[src/rtl/hpp_pkg.sv]
package hpp_pkg;
  // ----------------------------------------------------------------------
  // bus geometry
  // ----------------------------------------------------------------------
  localparam int unsigned HPP_DW = 8;
  localparam int unsigned HPP_AW = 11;
  // ----------------------------------------------------------------------
  // bus styles and timing
  // ----------------------------------------------------------------------
  localparam logic HPP_STYLE_SINGLE = 1'b0;
  localparam logic HPP_STYLE_DUAL   = 1'b1;
  // clock period and strobe phase times in ns
  localparam int unsigned HPP_CLK_NS    = 25;
  localparam int unsigned HPP_SETUP_NS  = 50;
  localparam int unsigned HPP_STROBE_NS = 150;
  localparam int unsigned HPP_HOLD_NS   = 50;
  localparam logic [3:0] HPP_SETUP_CYC =
    4'((HPP_SETUP_NS + HPP_CLK_NS - 1) / HPP_CLK_NS);
  localparam logic [3:0] HPP_STROBE_CYC =
    4'((HPP_STROBE_NS + HPP_CLK_NS - 1) / HPP_CLK_NS);
  localparam logic [3:0] HPP_HOLD_CYC =
    4'((HPP_HOLD_NS + HPP_CLK_NS - 1) / HPP_CLK_NS);
  // reset values of the driven pins
  localparam logic [HPP_AW-1:0] HPP_ADDR_RST = 11'h000;
  localparam logic [HPP_DW-1:0] HPP_DATA_RST = 8'h00;
  // controller states, one-hot
  typedef enum logic [3:0] {
    HPP_IDLE   = 4'h1,
    HPP_SETUP  = 4'h2,
    HPP_STROBE = 4'h4,
    HPP_HOLD   = 4'h8
  } hpp_state_t;
endpackage : hpp_pkg

[src/rtl/hpp_sync.sv]
`timescale 1ns/1ps
// two-flop synchroniser for pin inputs
module hpp_sync #(
  parameter int unsigned W = 1
) (
  // clock and reset
  input  wire logic         sys_clk_i,
  input  wire logic         reset_i,
  // pin side
  input  wire logic [W-1:0] async_i,
  // synchronised side
  output logic      [W-1:0] sync_o
);
  logic [W-1:0] meta_q;

  // ----------------------------------------------------------------------
  // stages
  // ----------------------------------------------------------------------
  // first stage is read only by the second
  always_ff @(posedge sys_clk_i) begin
    if (reset_i) begin
      meta_q <= '1;
      sync_o <= '1;
    end else begin
      meta_q <= async_i;
      sync_o <= meta_q;
    end
  end
endmodule : hpp_sync

[src/rtl/hpp_host.sv]
`timescale 1ns/1ps
// Notes on behaviour
// - single-strobe style: read-not-write low writes, high reads
// - dual-strobe style: write strobe low writes; cycle ends when it rises
// - dual-strobe style: read strobe low makes the device drive data
// - single-strobe style: output enable held at ground throughout
// - every access is ended by returning chip select high
module hpp_host
  import hpp_pkg::*;
(
  // clock and reset
  input  wire logic              sys_clk_i,
  input  wire logic              reset_i,
  // user command port
  input  wire logic              style_i,
  input  wire logic              req_i,
  input  wire logic              req_write_i,
  input  wire logic [HPP_AW-1:0] req_addr_i,
  input  wire logic [HPP_DW-1:0] req_wdata_i,
  output logic                   req_ready_o,
  output logic                   done_o,
  output logic      [HPP_DW-1:0] rdata_o,
  output logic                   irq_pending_o,
  // device pins
  output logic      [HPP_AW-1:0] dev_addr_o,
  input  wire logic [HPP_DW-1:0] dev_data_i,
  output logic      [HPP_DW-1:0] dev_data_o,
  output logic                   dev_data_oe_n_o,
  output logic                   dev_cs_n_o,
  output logic                   dev_rnw_wr_n_o,
  output logic                   dev_oe_rd_n_o,
  input  wire logic              dev_irq_n_i
);
  hpp_state_t        state_q;
  logic        [3:0] cnt_q;
  logic              write_q;
  logic              style_q;
  logic              irq_n_s;
  logic [HPP_DW-1:0] data_s;
  logic              phase_end;

  // ----------------------------------------------------------------------
  // pin synchronisers
  // ----------------------------------------------------------------------
  // interrupt and read data both come from outside the clock domain
  hpp_sync #(.W(HPP_DW + 1)) u_sync (
    .sys_clk_i (sys_clk_i),
    .reset_i   (reset_i),
    .async_i   ({dev_irq_n_i, dev_data_i}),
    .sync_o    ({irq_n_s, data_s})
  );

  // low level on the open-drain line means pending
  assign irq_pending_o = ~irq_n_s;

  // ----------------------------------------------------------------------
  // sequencer
  // ----------------------------------------------------------------------
  function automatic logic [3:0] phase_len(input hpp_state_t s);
    case (s)
      HPP_SETUP:  phase_len = HPP_SETUP_CYC;
      HPP_STROBE: phase_len = HPP_STROBE_CYC;
      HPP_HOLD:   phase_len = HPP_HOLD_CYC;
      default:    phase_len = 4'h1;
    endcase
  endfunction : phase_len

  assign phase_end   = (cnt_q == phase_len(state_q) - 4'h1);
  assign req_ready_o = (state_q == HPP_IDLE);

  // state and phase counter
  always_ff @(posedge sys_clk_i) begin
    if (reset_i) begin
      state_q <= HPP_IDLE;
      cnt_q   <= 4'h0;
    end else begin
      case (state_q)
        HPP_IDLE: begin
          cnt_q <= 4'h0;
          if (req_i) begin
            state_q <= HPP_SETUP;
          end
        end
        HPP_SETUP, HPP_STROBE, HPP_HOLD: begin
          if (phase_end) begin
            cnt_q <= 4'h0;
            case (state_q)
              HPP_SETUP:  state_q <= HPP_STROBE;
              HPP_STROBE: state_q <= HPP_HOLD;
              default:    state_q <= HPP_IDLE;
            endcase
          end else begin
            cnt_q <= cnt_q + 4'h1;
          end
        end
        default: begin
          state_q <= HPP_IDLE;
          cnt_q   <= 4'h0;
        end
      endcase
    end
  end

  // capture of the request; style is sampled once per access
  always_ff @(posedge sys_clk_i) begin
    if (reset_i) begin
      write_q    <= 1'b0;
      style_q    <= HPP_STYLE_SINGLE;
      dev_addr_o <= HPP_ADDR_RST;
      dev_data_o <= HPP_DATA_RST;
    end else if (req_ready_o && req_i) begin
      write_q    <= req_write_i;
      style_q    <= style_i;
      dev_addr_o <= req_addr_i;
      dev_data_o <= req_wdata_i;
    end
  end

  // ----------------------------------------------------------------------
  // pin drive
  // ----------------------------------------------------------------------
  // chip select frames the setup and strobe phases and ends the access on release
  always_ff @(posedge sys_clk_i) begin
    if (reset_i) begin
      dev_cs_n_o      <= 1'b1;
      dev_rnw_wr_n_o  <= 1'b1;
      dev_oe_rd_n_o   <= 1'b1;
      dev_data_oe_n_o <= 1'b1;
    end else begin
      case (state_q)
        HPP_IDLE: begin
          dev_cs_n_o      <= ~req_i;
          dev_data_oe_n_o <= ~(req_i && req_write_i);
          // single style keeps output enable grounded, idle or not
          if (style_i == HPP_STYLE_SINGLE) begin
            dev_rnw_wr_n_o <= ~(req_i && req_write_i);
            dev_oe_rd_n_o  <= 1'b0;
          end else begin
            dev_rnw_wr_n_o <= 1'b1;
            dev_oe_rd_n_o  <= 1'b1;
          end
        end
        HPP_SETUP: begin
          if (phase_end && style_q == HPP_STYLE_DUAL) begin
            dev_rnw_wr_n_o <= ~write_q;
            dev_oe_rd_n_o  <= write_q;
          end
        end
        HPP_STROBE: begin
          if (phase_end) begin
            dev_cs_n_o <= 1'b1;
            if (style_q == HPP_STYLE_DUAL) begin
              dev_rnw_wr_n_o <= 1'b1;
              dev_oe_rd_n_o  <= 1'b1;
            end
          end
        end
        HPP_HOLD: begin
          if (phase_end) begin
            dev_data_oe_n_o <= 1'b1;
            dev_rnw_wr_n_o  <= 1'b1;
            dev_oe_rd_n_o   <= (style_q == HPP_STYLE_DUAL);
          end
        end
        default: begin
          dev_cs_n_o      <= 1'b1;
          dev_data_oe_n_o <= 1'b1;
        end
      endcase
    end
  end

  // read data taken at the end of the strobe phase, done on return
  always_ff @(posedge sys_clk_i) begin
    if (reset_i) begin
      rdata_o <= HPP_DATA_RST;
      done_o  <= 1'b0;
    end else begin
      done_o <= (state_q == HPP_HOLD) && phase_end;
      if (state_q == HPP_STROBE && phase_end && !write_q) begin
        rdata_o <= data_s;
      end
    end
  end

  // ----------------------------------------------------------------------
  // assertions
  // ----------------------------------------------------------------------
  a_cs_ends_access: assert property (@(posedge sys_clk_i) disable iff (reset_i)
    (state_q == HPP_HOLD) |-> dev_cs_n_o)
    else $error("chip select low in hold phase");
  a_no_drive_idle: assert property (@(posedge sys_clk_i) disable iff (reset_i)
    (dev_cs_n_o && state_q == HPP_IDLE && $past(state_q) == HPP_IDLE)
      |-> dev_data_oe_n_o)
    else $error("data driven while idle");
  a_read_no_drive: assert property (@(posedge sys_clk_i) disable iff (reset_i)
    (!dev_cs_n_o && !write_q && state_q != HPP_IDLE) |-> dev_data_oe_n_o)
    else $error("host drives data on read");
  a_single_oe_low: assert property (@(posedge sys_clk_i) disable iff (reset_i)
    (style_q == HPP_STYLE_SINGLE && state_q != HPP_IDLE)
      |-> !dev_oe_rd_n_o)
    else $error("output enable not grounded");
  a_single_rnw: assert property (@(posedge sys_clk_i) disable iff (reset_i)
    (!dev_cs_n_o && style_q == HPP_STYLE_SINGLE && state_q != HPP_IDLE)
      |-> dev_rnw_wr_n_o == !write_q)
    else $error("read-not-write wrong");
  a_dual_strobes: assert property (@(posedge sys_clk_i) disable iff (reset_i)
    (dev_cs_n_o) |-> (style_q == HPP_STYLE_SINGLE ||
      (dev_rnw_wr_n_o && dev_oe_rd_n_o)) || state_q == HPP_IDLE)
    else $error("strobe low without chip select");
  a_dual_read: assert property (@(posedge sys_clk_i) disable iff (reset_i)
    (state_q == HPP_STROBE && style_q == HPP_STYLE_DUAL && !write_q)
      |-> !dev_oe_rd_n_o && dev_rnw_wr_n_o)
    else $error("read strobe missing");
  // the pending flag trails the pin by the two synchroniser stages
  a_irq_follows: assert property (@(posedge sys_clk_i) disable iff (reset_i)
    (!$past(reset_i) && !$past(reset_i, 2))
      |-> irq_pending_o == !$past(dev_irq_n_i, 2))
    else $error("interrupt level wrong");
  a_style_held: assert property (@(posedge sys_clk_i) disable iff (reset_i)
    (state_q != HPP_IDLE && $past(state_q) != HPP_IDLE)
      |-> $stable(style_q))
    else $error("style changed mid access");
  a_done_bound: assert property (@(posedge sys_clk_i) disable iff (reset_i)
    (req_ready_o && req_i) |-> ##[8:14] done_o)
    else $error("access did not finish");

  c_single_wr: cover property (@(posedge sys_clk_i)
    done_o && write_q && style_q == HPP_STYLE_SINGLE);
  c_single_rd: cover property (@(posedge sys_clk_i)
    done_o && !write_q && style_q == HPP_STYLE_SINGLE);
  c_dual_wr: cover property (@(posedge sys_clk_i)
    done_o && write_q && style_q == HPP_STYLE_DUAL);
  c_dual_rd: cover property (@(posedge sys_clk_i)
    done_o && !write_q && style_q == HPP_STYLE_DUAL);
endmodule : hpp_host

[config.mk]
export PLATFORM = sky130hd
export DESIGN_NAME = hpp_host
export DESIGN_NICKNAME = d
export VERILOG_FILES = /design/src/rtl/hpp_pkg.sv /design/src/rtl/hpp_sync.sv /design/src/rtl/hpp_host.sv
export SDC_FILE = /design/constraint.sdc
export NUM_CORES = 1
export LEC_CHECK = 0
export BUFFER_PORTS_ARGS = -buffer_cell sky130_fd_sc_hd__buf_4
export CORE_ASPECT_RATIO = 2
export CORE_MARGIN = 3
export CORE_UTILIZATION = 30
export DETAILED_ROUTE_END_ITERATION = 10
export GPL_TIMING_DRIVEN = 1
export MAX_ROUTING_LAYER = met4
export PLACE_DENSITY = 0.56
export SYNTH_ARGS = -nofsm -noshare
export SYNTH_HDL_FRONTEND = slang
export SYNTH_HIERARCHICAL = 1
export SYNTH_SLANG_ARGS = --single-unit
[constraint.sdc]
create_clock -name sys_clk_i -period 3.8 [get_ports sys_clk_i]
set_input_delay 0.19 -clock sys_clk_i [delete_from_list [all_inputs] [get_ports sys_clk_i]]
set_output_delay 0.19 -clock sys_clk_i [all_outputs]
set_load 0.02 [all_outputs]
==> results of run 1 <==
## placed cells by master, fill, tap and decap left out, types with 2 or more instances in the layout
cell,n
sky130_fd_sc_hd__xor2_1,2
sky130_fd_sc_hd__inv_1,4
sky130_fd_sc_hd__nand4_1,2
sky130_fd_sc_hd__nand2_1,46
sky130_fd_sc_hd__a221oi_1,2
sky130_fd_sc_hd__a21oi_1,27
sky130_fd_sc_hd__buf_4,66
sky130_fd_sc_hd__nor2_1,16
sky130_fd_sc_hd__nor2b_1,2
sky130_fd_sc_hd__clkbuf_16,9
sky130_fd_sc_hd__a211o_1,2
sky130_fd_sc_hd__nor4_1,2
sky130_fd_sc_hd__nor4b_1,3
sky130_fd_sc_hd__dfxtp_1,60
sky130_fd_sc_hd__mux2i_1,10
sky130_fd_sc_hd__or2_1,18
sky130_fd_sc_hd__a21o_1,2
sky130_fd_sc_hd__nor3_1,5
sky130_fd_sc_hd__bufinv_16,2
sky130_fd_sc_hd__clkinv_4,2
sky130_fd_sc_hd__nor3b_1,3
## per-layer routing
metal	global-route usage	vias up	wire length [um]
li1	-	936	-
met4	0.0898	0	215
met3	0.0396	13	223
met1	0.129	851	1950
met2	0.226	57	2840
met5	-	-	0
## cells in the mapped netlist, drive strengths merged (2+ instances only)
library cell,n,area (um2)
nand4,2,12.5
nand2,46,173
clkbuf,11,41.3
a221oi,2,17.5
nor4,2,12.5
or2,18,113
nor2b,2,12.5
nor3b,3,22.5
a21o,2,15.0
xor2,2,17.5
nor3,5,25.0
dfxtp,60,1200
inv,4,15.0
buf,3,21.3
a21oi,27,135
nor2,16,60.1
nor4b,4,41.3
mux2i,10,100
a211o,2,17.5
## metrics by stage
stage / util / hold slack [ns] / instances / setup WS, ns / power (W)
2_1_floorplan: - / 0.287 / 239 / 1.96 / 0.000794
3_3_place_gp: 0.390 / 0.369 / 381 / 1.65 / 0.000871
3_5_place_dp: 0.390 / 0.370 / 381 / 1.58 / 0.000874
4_1_cts: 0.434 / 0.0281 / 396 / 1.56 / 0.00173
5_1_grt: 0.434 / 0.0301 / 396 / 1.37 / 0.00178
6_report: 0.434 / 0.0433 / 396 / 1.60 / 0.00171
## state kept, by name, indices dropped and copies added (netlist names), 4 cells and up
name and cells:
dev_addr_o 11, rdata_o 8, dev_data_o 8, u_sync/meta_q 9, u_sync/sync_o 9, state_q 4, cnt_q 4
## path summary, 6_finish.rpt
| path | end | slack [ns] | depth (start not counted) |
|---|---|---|---|
| setup / recovery | dev_data_oe_n_o | 1.60 | 4 |
| hold / removal | u_sync/meta_q[4] | 0.04 | 2 |
| setup reg to reg | dev_data_oe_n_o | 1.60 | 4 |
| hold reg to reg | u_sync/sync_o[1] | 0.40 | 1 |
## where the power goes
part | switching [W] | leakage, nW | internal, W
combinational | 0.0000957 | 0.683 | 0.0000784
clock | 0.000277 | 0.151 | 0.000570
sequential | 0.0000222 | 0.492 | 0.000662
## critical path: cells and delay by family, from the launching register on
family,cells,cell delay (ns)
AO/OA/AOI/OAI,1,0.18
flip-flops,1,0.60
AND/OR/NAND/NOR,3,1.30
## final cells by class
type                            count  area share
Multi-Input combinational cell    161       0.301
Timing Repair Buffer               66       0.162
Inverter                            4     0.00490
Tap cell                           90      0.0368
Clock buffer                        9      0.0736
Clock inverter                      6      0.0294
Sequential cell                    60       0.392
## cells by family after synthesis
kind of cell    after synthesis  share of synthesized area
simple gates                104                      0.236
flops                        60                      0.546
compound gates               43                      0.120
buf+inv                      18                     0.0352
mux                          10                     0.0455
xor+xnor                      3                     0.0119
fa+ha+maj                     1                    0.00568
==> impl_results.md, run 1 <==
* Pwr/cell area at 557 nW/um2
* Warnings from Yosys at 6
* Slew at the pin closest to its max-slew limit at 0.830 ns
* Clock Root Buffer: sky130_fd_sc_hd__clkbuf_16
* Half-perimeter wire length of the detailed placement result at 3690 um
* Worst min path class: input pin to register
* GRT Resource Usage Total at 0.135
* Number of antenna violations at the first check in global routing at 0
* Final wirelength at 5230 um
* Number of max-slew violations in the final report at 0
* Chip Width at 66.6 um
* Post-route clock period utilization at 0.578
* Setup TNS after final layout at 0 ns
* Remaining number of nets flagged by the antenna check after routing at 0
* Slowest Stage Delay on Critical Path at 0.70 ns
* Max-slew headroom at the worst pin at 0.445
* Area of the placeable core at 7050 um2
* Kind of end point of the critical path: register
* Highest clock frequency the design can meet at 455 MHz
* Vias after detailed routing at 1857
* Mapped Avg Cell Area at 9.21 um2
* Routability congestion estimate from global placement at 0.827
* Final number of setup-violating endpoints at 0
* Post-route standard cell area excluding fillers at 3060 um2
* Cts bufs inserted at 9
* Floorplan row count at 43
* Type of the setup path with the least slack: register to register
* Hold_buf cts at 0
* Drt pass-1 iters at 4
* Cell count after synthesis at 239
* Synthesized net count at 273
* Final-layout fill cell count at 685
* Flip-flop and latch area at 1200 um2
* Clock tree from TritonCTS: built
* Worst-path fanout max at 21
* Worst-path cell with the longest stage delay: sky130_fd_sc_hd__and2_1
* Max-cap viol count at 0
* Leakage at 1.33 nW
* Critical Path Source: state_q[0]
* Drc violations at 0
* DR vias/cell at 4.69
* Netlist area before placement at 2200 um2
* Clock skew after layout at 0.00381 ns
* Top FF cell, synth: sky130_fd_sc_hd__dfxtp_1
* Die span in y at 127 um
* Starting Density at 0.312
* Post-synth ARST share at 0
* Startpoint of the tightest hold check path: dev_data_i[4]
* Startpoint type of the worst setup path: register
* CP Data Arrival Time at 2.41 ns
* Remaining Overflow, GRT at 0
* Maximum root-to-sink buffer count at 2
* Count of instances resized after the clock tree is built at 0
* Count of input and output buffers at 66
* IO Pins at 67
* Ordered list of cells on the worst path: nor4b_2, and2_1, nand2_1, a21o_1
* Skew-Pair Late Insertion Delay at 0.32 ns
* Final worst path period need at 2.20 ns
* Number of distinct library cells after synthesis at 39
* DIE AREA at 8460 um2
* Worst endpoint required time at 4.02 ns
* Count of flip-flops with a built-in enable after synthesis at 0
* Sequential share of the synthesized area at 0.546
* Count of nets after finishing at 336
* Seq cells post-synth at 60
* Hold Violations, Final at 0
* Reg2reg start: state_q[0]
* Status: finished, final reports clean
* Routed len/inst at 13.2 um
* Area Growth Syn to Fin at 39.1%
* Clock H-tree levels at 3
* Unrepaired setup endpoints after global routing: no
* Clock transition at the registers of the reported paths at 0.05 ns
* Area occupied by multi-input gates at 922 um2
* Maximum number of pins on one net before global-route repair at 62
* CTS Sinks at 60
* Post-CTS setup buffers at 0
* Share of cells above drive strength 1 at 0.271
* Placed inst area at 2750 um2
* Diode count at 0
* Worst IR drop on VDD at 0.307 mV
* Starting DRT DRC Count at 69
* First-pass GRT wire length at 8120 um
* Via count of the first global-routing pass at 1672
No activity file was read; power rests on OpenSTA's default activity.
==> run 2, diff against run 1 <==
Clock period 3.8 ns to 2.05 ns, I/O delays scaled along.
==> run 2 against run 1 <==
  * Worst hold slack got worse by 0.016 ns
  * Register-to-register slack got worse by 1.4 ns
  * Power up 90%
  * Routed wire length up 6.4%
  * Clock power grew 89%
  * Count of clock-buffer cells in the layout increased by 1
  * Sequential cell count is the same
  * Critical path depth unchanged
  * Via count up 5.3%
  * Non-clock buffer count increased by 20
  * Critical path type unchanged
==> impl_results.md, run 2 (synthesized netlist as in run 1, its figures left out) <==
* CTS Sinks at 60
* Final-layout fill cell count at 690
* Most common cell after layout, fill and taps aside: sky130_fd_sc_hd__buf_4
* Crit path buffers/inverters at 0
* Clock H-tree levels at 3
* Final Instance Count excl. Fillers at 417
* Total design power at 0.00324 W
* Worst reg2reg setup slack at 0.17 ns
* Switching share of total power at 0.227
* Worst-case reg-to-reg path depth at 4
* Clock tree from TritonCTS: built
* Maximum number of pins on one net before global-route repair at 62
* Kind of end point of the critical path: register
* Half-perimeter wire length of the detailed placement result at 3910 um
* Count of nets after finishing at 356
* Final wirelength at 5570 um
* Family of cells with the greatest summed delay on the critical path: compound AO/OA/AOI/OAI gates
* Drt pass-1 iters at 5
* Vias after detailed routing at 1955
* Floorplan row count at 43
* Hold Violations, Final at 0
* Slowest Stage Delay on Critical Path at 0.53 ns
* Remaining number of nets flagged by the antenna check after routing at 0
* Max-cap viol count at 0
* CP Data Arrival Time at 2.09 ns
* Leakage at 1.42 nW
* Leading registers by flop count: dev_addr_o x11, u_sync/meta_q x9, u_sync/sync_o x9
* Drc violations at 0
* Pwr/cell area at 994 nW/um2
* Reg2reg start: state_q[2]
* First-pass GRT wire length at 9260 um
* Power share of the sequential group at 0.392
* Via count of the first global-routing pass at 1969
* Clock skew after layout at 0.00926 ns
* Final number of setup-violating endpoints at 0
* Die span in y at 127 um
* Chip Width at 66.6 um
* Max-slew headroom at the worst pin at 0.518
* IO Pins at 67
* Largest register by flop count: dev_addr_o
* Area of the placeable core at 7050 um2
* Ordered list of cells on the worst path: nor4b_1, a211oi_1, a211o_1, a221o_1
* Comb pwr share at 0.114
* Clock transition at the registers of the reported paths at 0.05 ns
* Count of input and output buffers at 66
* Post-route standard cell area excluding fillers at 3260 um2
* Cts bufs inserted at 9
* Stages on worst setup path at 4
* Highest clock frequency the design can meet at 531 MHz
* Setup TNS after final layout at 0 ns
* Placed inst area at 2840 um2
* Core occupancy in the finished layout at 0.462
* Worst min path class: input pin to register
* Most frequent cells in the layout: sky130_fd_sc_hd__buf_4, sky130_fd_sc_hd__dfxtp_1, sky130_fd_sc_hd__nand2_1, sky130_fd_sc_hd__a21oi_1, sky130_fd_sc_hd__or2_1
* Worst IR drop on VDD at 0.633 mV
* Startpoint type of the worst setup path: register
* Flip-flop count of the largest register after layout at 11
* Slew at the pin closest to its max-slew limit at 0.713 ns
* Skew-Pair Late Insertion Delay at 0.32 ns
* Remaining Overflow, GRT at 0
* Switching component of the power at 0.000737 W
* Unrepaired setup endpoints after global routing: no
* Status: finished, final reports clean
* Final worst path period need at 1.88 ns
* Number of antenna violations at the first check in global routing at 0
* Starting Density at 0.312
* Post-CTS setup buffers at 0
* Routed len/inst at 13.3 um
* Maximum root-to-sink buffer count at 2
* Worst-path fanout max at 15
* Clock Root Buffer: sky130_fd_sc_hd__clkbuf_16
* Capturing point of the worst reg2reg path: dev_rnw_wr_n_o
* DIE AREA at 8460 um2
* Worst-path cell with the longest stage delay: sky130_fd_sc_hd__nor4b_1
* Type of the setup path with the least slack: register to register
* GRT Resource Usage Total at 0.147
* DR vias/cell at 4.69
* Share of cells above drive strength 1 at 0.291
* Area Growth Syn to Fin at 48.0%
* Starting DRT DRC Count at 92
* Worst endpoint required time at 2.26 ns
* Routability congestion estimate from global placement at 0.878
* Post-route clock period utilization at 0.919
* Internal power component at 0.00250 W
* Diode count at 0
* Critical Path Source: state_q[2]
* Number of max-slew violations in the final report at 0
* Portion of total power attributed to the clock network at 0.494
* Placed Cells incl. Taps at 392
* End point of the critical path: dev_rnw_wr_n_o
[run 2: metrics by stage]
| step | worst slack (ns) | hold slack (ns) |
|---|---|---|
| final | 0.166 | 0.0269 |
| after global routing | 0.0433 | 0.0332 |
| after CTS | 0.173 | 0.0175 |
| after detailed placement | 0.191 | 0.283 |
| after global placement | 0.223 | 0.280 |
| after floorplan | 0.206 | 0.200 |
[run 2: worst min-delay path, cell delays in order]
cell and delay (ns):
sky130_fd_sc_hd__buf_4 0.11, sky130_fd_sc_hd__nand2_1 0.04, sky130_fd_sc_hd__a21oi_1 0.05
[run 2: power groups by stage]
stage	combinational, W	clock [W]	sequential [W]
final	0.000371	0.00160	0.00127
after global routing	0.000408	0.00168	0.00128
after CTS	0.000377	0.00164	0.00127
after detailed placement	0.000362	0	0.00129
after global placement	0.000361	0	0.00129
after floorplan	0.000152	0	0.00132
[run 2: timing repair]
action | CTS | global route
setup endpoints to repair | 0 | 0
hold buffers | 9 | 0
hold endpoints to repair | 9 | 0
gates resized for setup | 0 | 0
[run 2: layout make-up]
cell class | instances | area (um2) | share of cell area
clock buffers | 10 | 239 | 0.0733
flip-flops and latches | 60 | 1200 | 0.369
clock inverters | 6 | 87.6 | 0.0269
inverters | 4 | 15.0 | 0.00461
well taps | 90 | 113 | 0.0346
repair buffers | 86 | 681 | 0.209
multi-input cells | 161 | 922 | 0.283
[run 2: how the worst min path moves through the flow]
| stage | cells past startpoint | startpoint | end |
|---|---|---|---|
| after floorplan | 1 | dev_data_i[0] | u_sync/meta_q[0] |
| after global placement | 2 | dev_data_i[2] | u_sync/meta_q[2] |
| after detailed placement | 2 | dev_irq_n_i | u_sync/meta_q[8] |
| after CTS | 3 | req_addr_i[2] | dev_addr_o[2] |
| after global routing | 3 | req_addr_i[3] | dev_addr_o[3] |
| final | 3 | req_addr_i[1] | dev_addr_o[1] |
[run 2: routing by layer]
| layer | track usage | routed length [um] | vias up |
|---|---|---|---|
| li1 | - | - | 976 |
| met1 | 0.146 | 2020 | 919 |
| met2 | 0.256 | 3200 | 48 |
| met3 | 0.0369 | 218 | 12 |
| met4 | 0.0754 | 133 | 0 |
| met5 | - | 0 | - |
==> run 3, diff against run 2 <==
Settings changed: ABC_AREA set to 1.
==> run 3 against run 2 <==
  * Non-clock buffer count is 10 lower
  * Cell area stayed put
  * Sequential share of layout area stayed put
  * Synthesized cell count is 19% higher
  * Via count is 4.8% higher
  * Combinational power is 21% higher
  * Largest power group unchanged
==> impl_results.md, run 3 <==
* Setup TNS after final layout at 0 ns
* Most common cell after layout, fill and taps aside: sky130_fd_sc_hd__nand2_1
* Warnings from Yosys at 6
* Number of antenna violations at the first check in global routing at 0
* Final wirelength at 5660 um
* Largest family of logic cells by synthesized area: simple AND/OR/NAND/NOR gates
* Post-CTS setup buffers at 0
* Share of cell area taken by muxes after synthesis at 0
* Area share of the largest cell type after synthesis at 0.523
* DIE AREA at 8810 um2
* Remaining Overflow, GRT at 0
* Post-synth ARST share at 0
* Status: finished, final reports clean
* Die span in y at 130 um
* CTS Sinks at 60
* Flip-flop count of the largest register after layout at 11
* Top-count cell post-synth: sky130_fd_sc_hd__nand2_1
* Clock tree from TritonCTS: built
* End point of the critical path: state_q[2]
* Largest cells by area after synthesis: sky130_fd_sc_hd__dfxtp_1, sky130_fd_sc_hd__nand2_1, sky130_fd_sc_hd__a21oi_1
* Area of the placeable core at 7380 um2
* Top FF cell, synth: sky130_fd_sc_hd__dfxtp_1
* Cts bufs inserted at 9
* Layer with the highest usage: met2
* Highest clock frequency the design can meet at 623 MHz
* GRT Resource Usage Total at 0.147
* Count of nets after finishing at 395
* First-pass GRT wire length at 9190 um
* Number of cells on the worst hold path at 3
* Critical Path Source: state_q[1]
* Leakage at 1.53 nW
* Worst-path fanout max at 7
* Number of distinct library cells after synthesis at 29
* Worst reg2reg setup slack at 0.45 ns
* Simple-Gate Fraction of Synth Area at 0.277
* Final worst path period need at 1.60 ns
* Routed len/inst at 12.4 um
* Max-slew headroom at the worst pin at 0.729
* Share of cells above drive strength 1 at 0.279
* Seq cells post-synth at 60
* Slew at the pin closest to its max-slew limit at 0.405 ns
* Pwr/cell area at 1020 nW/um2
* Cell count after synthesis at 284
* Drt pass-1 iters at 4
* Worst-case reg-to-reg path depth at 7
* Starting Density at 0.312
* CP Data Arrival Time at 1.83 ns
* Skew-Pair Late Insertion Delay at 0.32 ns
* Area Growth Syn to Fin at 41.8%
* Worst endpoint required time at 2.28 ns
* Clock Root Buffer: sky130_fd_sc_hd__clkbuf_16
* Via count of the first global-routing pass at 1986
* Fraction of the mapped netlist area in compound gates at 0.102
* GR met2 Demand/Resource at 0.254
* Hold_buf cts at 9
* Total design power at 0.00331 W
* Startpoint type of the worst setup path: register
* Worst min path class: input pin to register
* Largest register by flop count: dev_addr_o
* Clock transition at the registers of the reported paths at 0.05 ns
* Remaining number of nets flagged by the antenna check after routing at 0
* Starting DRT DRC Count at 63
* Commonest cells in the netlist: sky130_fd_sc_hd__nand2_1, sky130_fd_sc_hd__dfxtp_1, sky130_fd_sc_hd__a21oi_1, sky130_fd_sc_hd__inv_1, sky130_fd_sc_hd__nand3_1
* Unrepaired setup endpoints after global routing: no
* Count of instances resized after the clock tree is built at 0
* Count of input and output buffers at 66
* Clock H-tree levels at 3
* Sequential share of the synthesized area at 0.523
* Final-layout fill cell count at 747
* Worst IR drop on VDD at 0.557 mV
* IO Pins at 67
* Vias after detailed routing at 2048
* Final number of setup-violating endpoints at 0
* Met1 GRT Util at 0.141
* DR vias/cell at 4.47
* Leading registers by flop count: dev_addr_o x11, u_sync/meta_q x9, u_sync/sync_o x9
* Hold Violations, Final at 0
* Synthesized net count at 318
* Netlist area before placement at 2300 um2
* Kind of end point of the critical path: register
* Type of the setup path with the least slack: register to register
* Post-synthesis adder-cell area fraction at 0.00544
* Routability congestion estimate from global placement at 0.838
* Most area-hungry cell type in the Yosys netlist: sky130_fd_sc_hd__dfxtp_1
* Met3 usage at 0.0362
* Number of max-slew violations in the final report at 0
* Maximum root-to-sink buffer count at 2
* Floorplan row count at 44
* Diode count at 0
* Chip Width at 67.9 um
* Maximum number of pins on one net before global-route repair at 35
* Parity-gate share of the synthesized area counting xor and xnor cells at 0.00762
* Max-cap viol count at 0
* Count of flip-flops with a built-in enable after synthesis at 0
* Most frequent cells in the layout: sky130_fd_sc_hd__nand2_1, sky130_fd_sc_hd__buf_4, sky130_fd_sc_hd__dfxtp_1, sky130_fd_sc_hd__inv_1, sky130_fd_sc_hd__a21oi_1
* Half-perimeter wire length of the detailed placement result at 4060 um
* Drc violations at 0
* Clock skew after layout at 0.00410 ns
* Post-route clock period utilization at 0.783
* Capturing point of the worst reg2reg path: state_q[2]
* Reg2reg start: state_q[1]
* Mapped Avg Cell Area at 8.09 um2
-- run 3: changes by cell type in the layout (fill, tap and decap cells not counted), moves of 4 or more --
cell	before	now
sky130_fd_sc_hd__nand4_1	2	10
sky130_fd_sc_hd__nand2_2	0	4
sky130_fd_sc_hd__mux2i_1	10	0
sky130_fd_sc_hd__nand3_1	1	15
sky130_fd_sc_hd__nor2_2	0	4
sky130_fd_sc_hd__buf_4	76	67
sky130_fd_sc_hd__a21oi_1	27	33
sky130_fd_sc_hd__nand2_1	46	83
sky130_fd_sc_hd__nor2_1	16	10
sky130_fd_sc_hd__inv_1	4	33
sky130_fd_sc_hd__or2_1	18	0
-- run 3: final cells by class --
cell class                      instances  area [um2]  share of cell area
Timing Repair Buffer                   76         593               0.182
Sequential cell                        60        1200               0.369
Clock inverter                          5        75.1              0.0230
Clock buffer                           11         243              0.0745
Inverter                               35         131              0.0403
Multi-Input combinational cell        179         900               0.276
Tap cell                               92         115              0.0353
-- run 3: cell families (layout without fill, tap and decap cells) --
group,count (synthesis),in the layout
AO/OA/AOI/OAI,41,41
XOR/XNOR,2,2
adder cells (fa/ha/maj),1,1
buffers and inverters,45,127
flip-flops,60,60
AND/OR/NAND/NOR,135,135
-- run 3: worst min-delay path by stage --
stage              startpoint               end  slack (ns)
2_1_floorplan   dev_data_i[4]  u_sync/meta_q[4]        0.19
3_3_place_gp      dev_irq_n_i  u_sync/meta_q[8]        0.28
3_5_place_dp    dev_data_i[3]  u_sync/meta_q[3]        0.28
4_1_cts        req_wdata_i[1]     dev_data_o[1]        0.02
5_1_grt        req_wdata_i[6]     dev_data_o[6]        0.04
6_report       req_wdata_i[1]     dev_data_o[1]        0.03
-- run 3: power breakdown --
| group | total, W | internal (W) | leakage, nW | switching, W |
|---|---|---|---|---|
| Combinational | 0.000449 | 0.000188 | 0.881 | 0.000261 |
| Clock | 0.00158 | 0.00109 | 0.159 | 0.000492 |
| Sequential | 0.00128 | 0.00124 | 0.492 | 0.0000367 |
-- run 3: critical path, stage by stage, from the launching register on --
cell	delay, ns
sky130_fd_sc_hd__dfxtp_1	0.32
sky130_fd_sc_hd__nor2_2	0.20
sky130_fd_sc_hd__nand2_2	0.18
sky130_fd_sc_hd__nand2_1	0.12
sky130_fd_sc_hd__nand3_1	0.12
sky130_fd_sc_hd__o21ai_4	0.24
sky130_fd_sc_hd__nand3_1	0.11
sky130_fd_sc_hd__a21oi_1	0.21
-- run 3: routing by layer --
layer | vias to the layer above | share of wire | wire length, um
met1 | 924 | 0.36 | 2040
met2 | 52 | 0.56 | 3190
met4 | 0 | 0.038 | 213
met5 | - | 0 | 0
li1 | 1057 | - | -
met3 | 15 | 0.037 | 209
-- run 3: per-stage QoR --
stage	hold slack (ns)	area (um2)	util	instances	setup slack [ns]
CTS	0.0216	3260	0.442	458	0.461
global route	0.0376	3260	0.442	458	0.349
global placement	0.282	2850	0.386	433	0.500
detailed placement	0.283	2850	0.386	433	0.489
finish	0.0322	3260	0.442	458	0.445
floorplan	0.194	2300	-	284	0.658
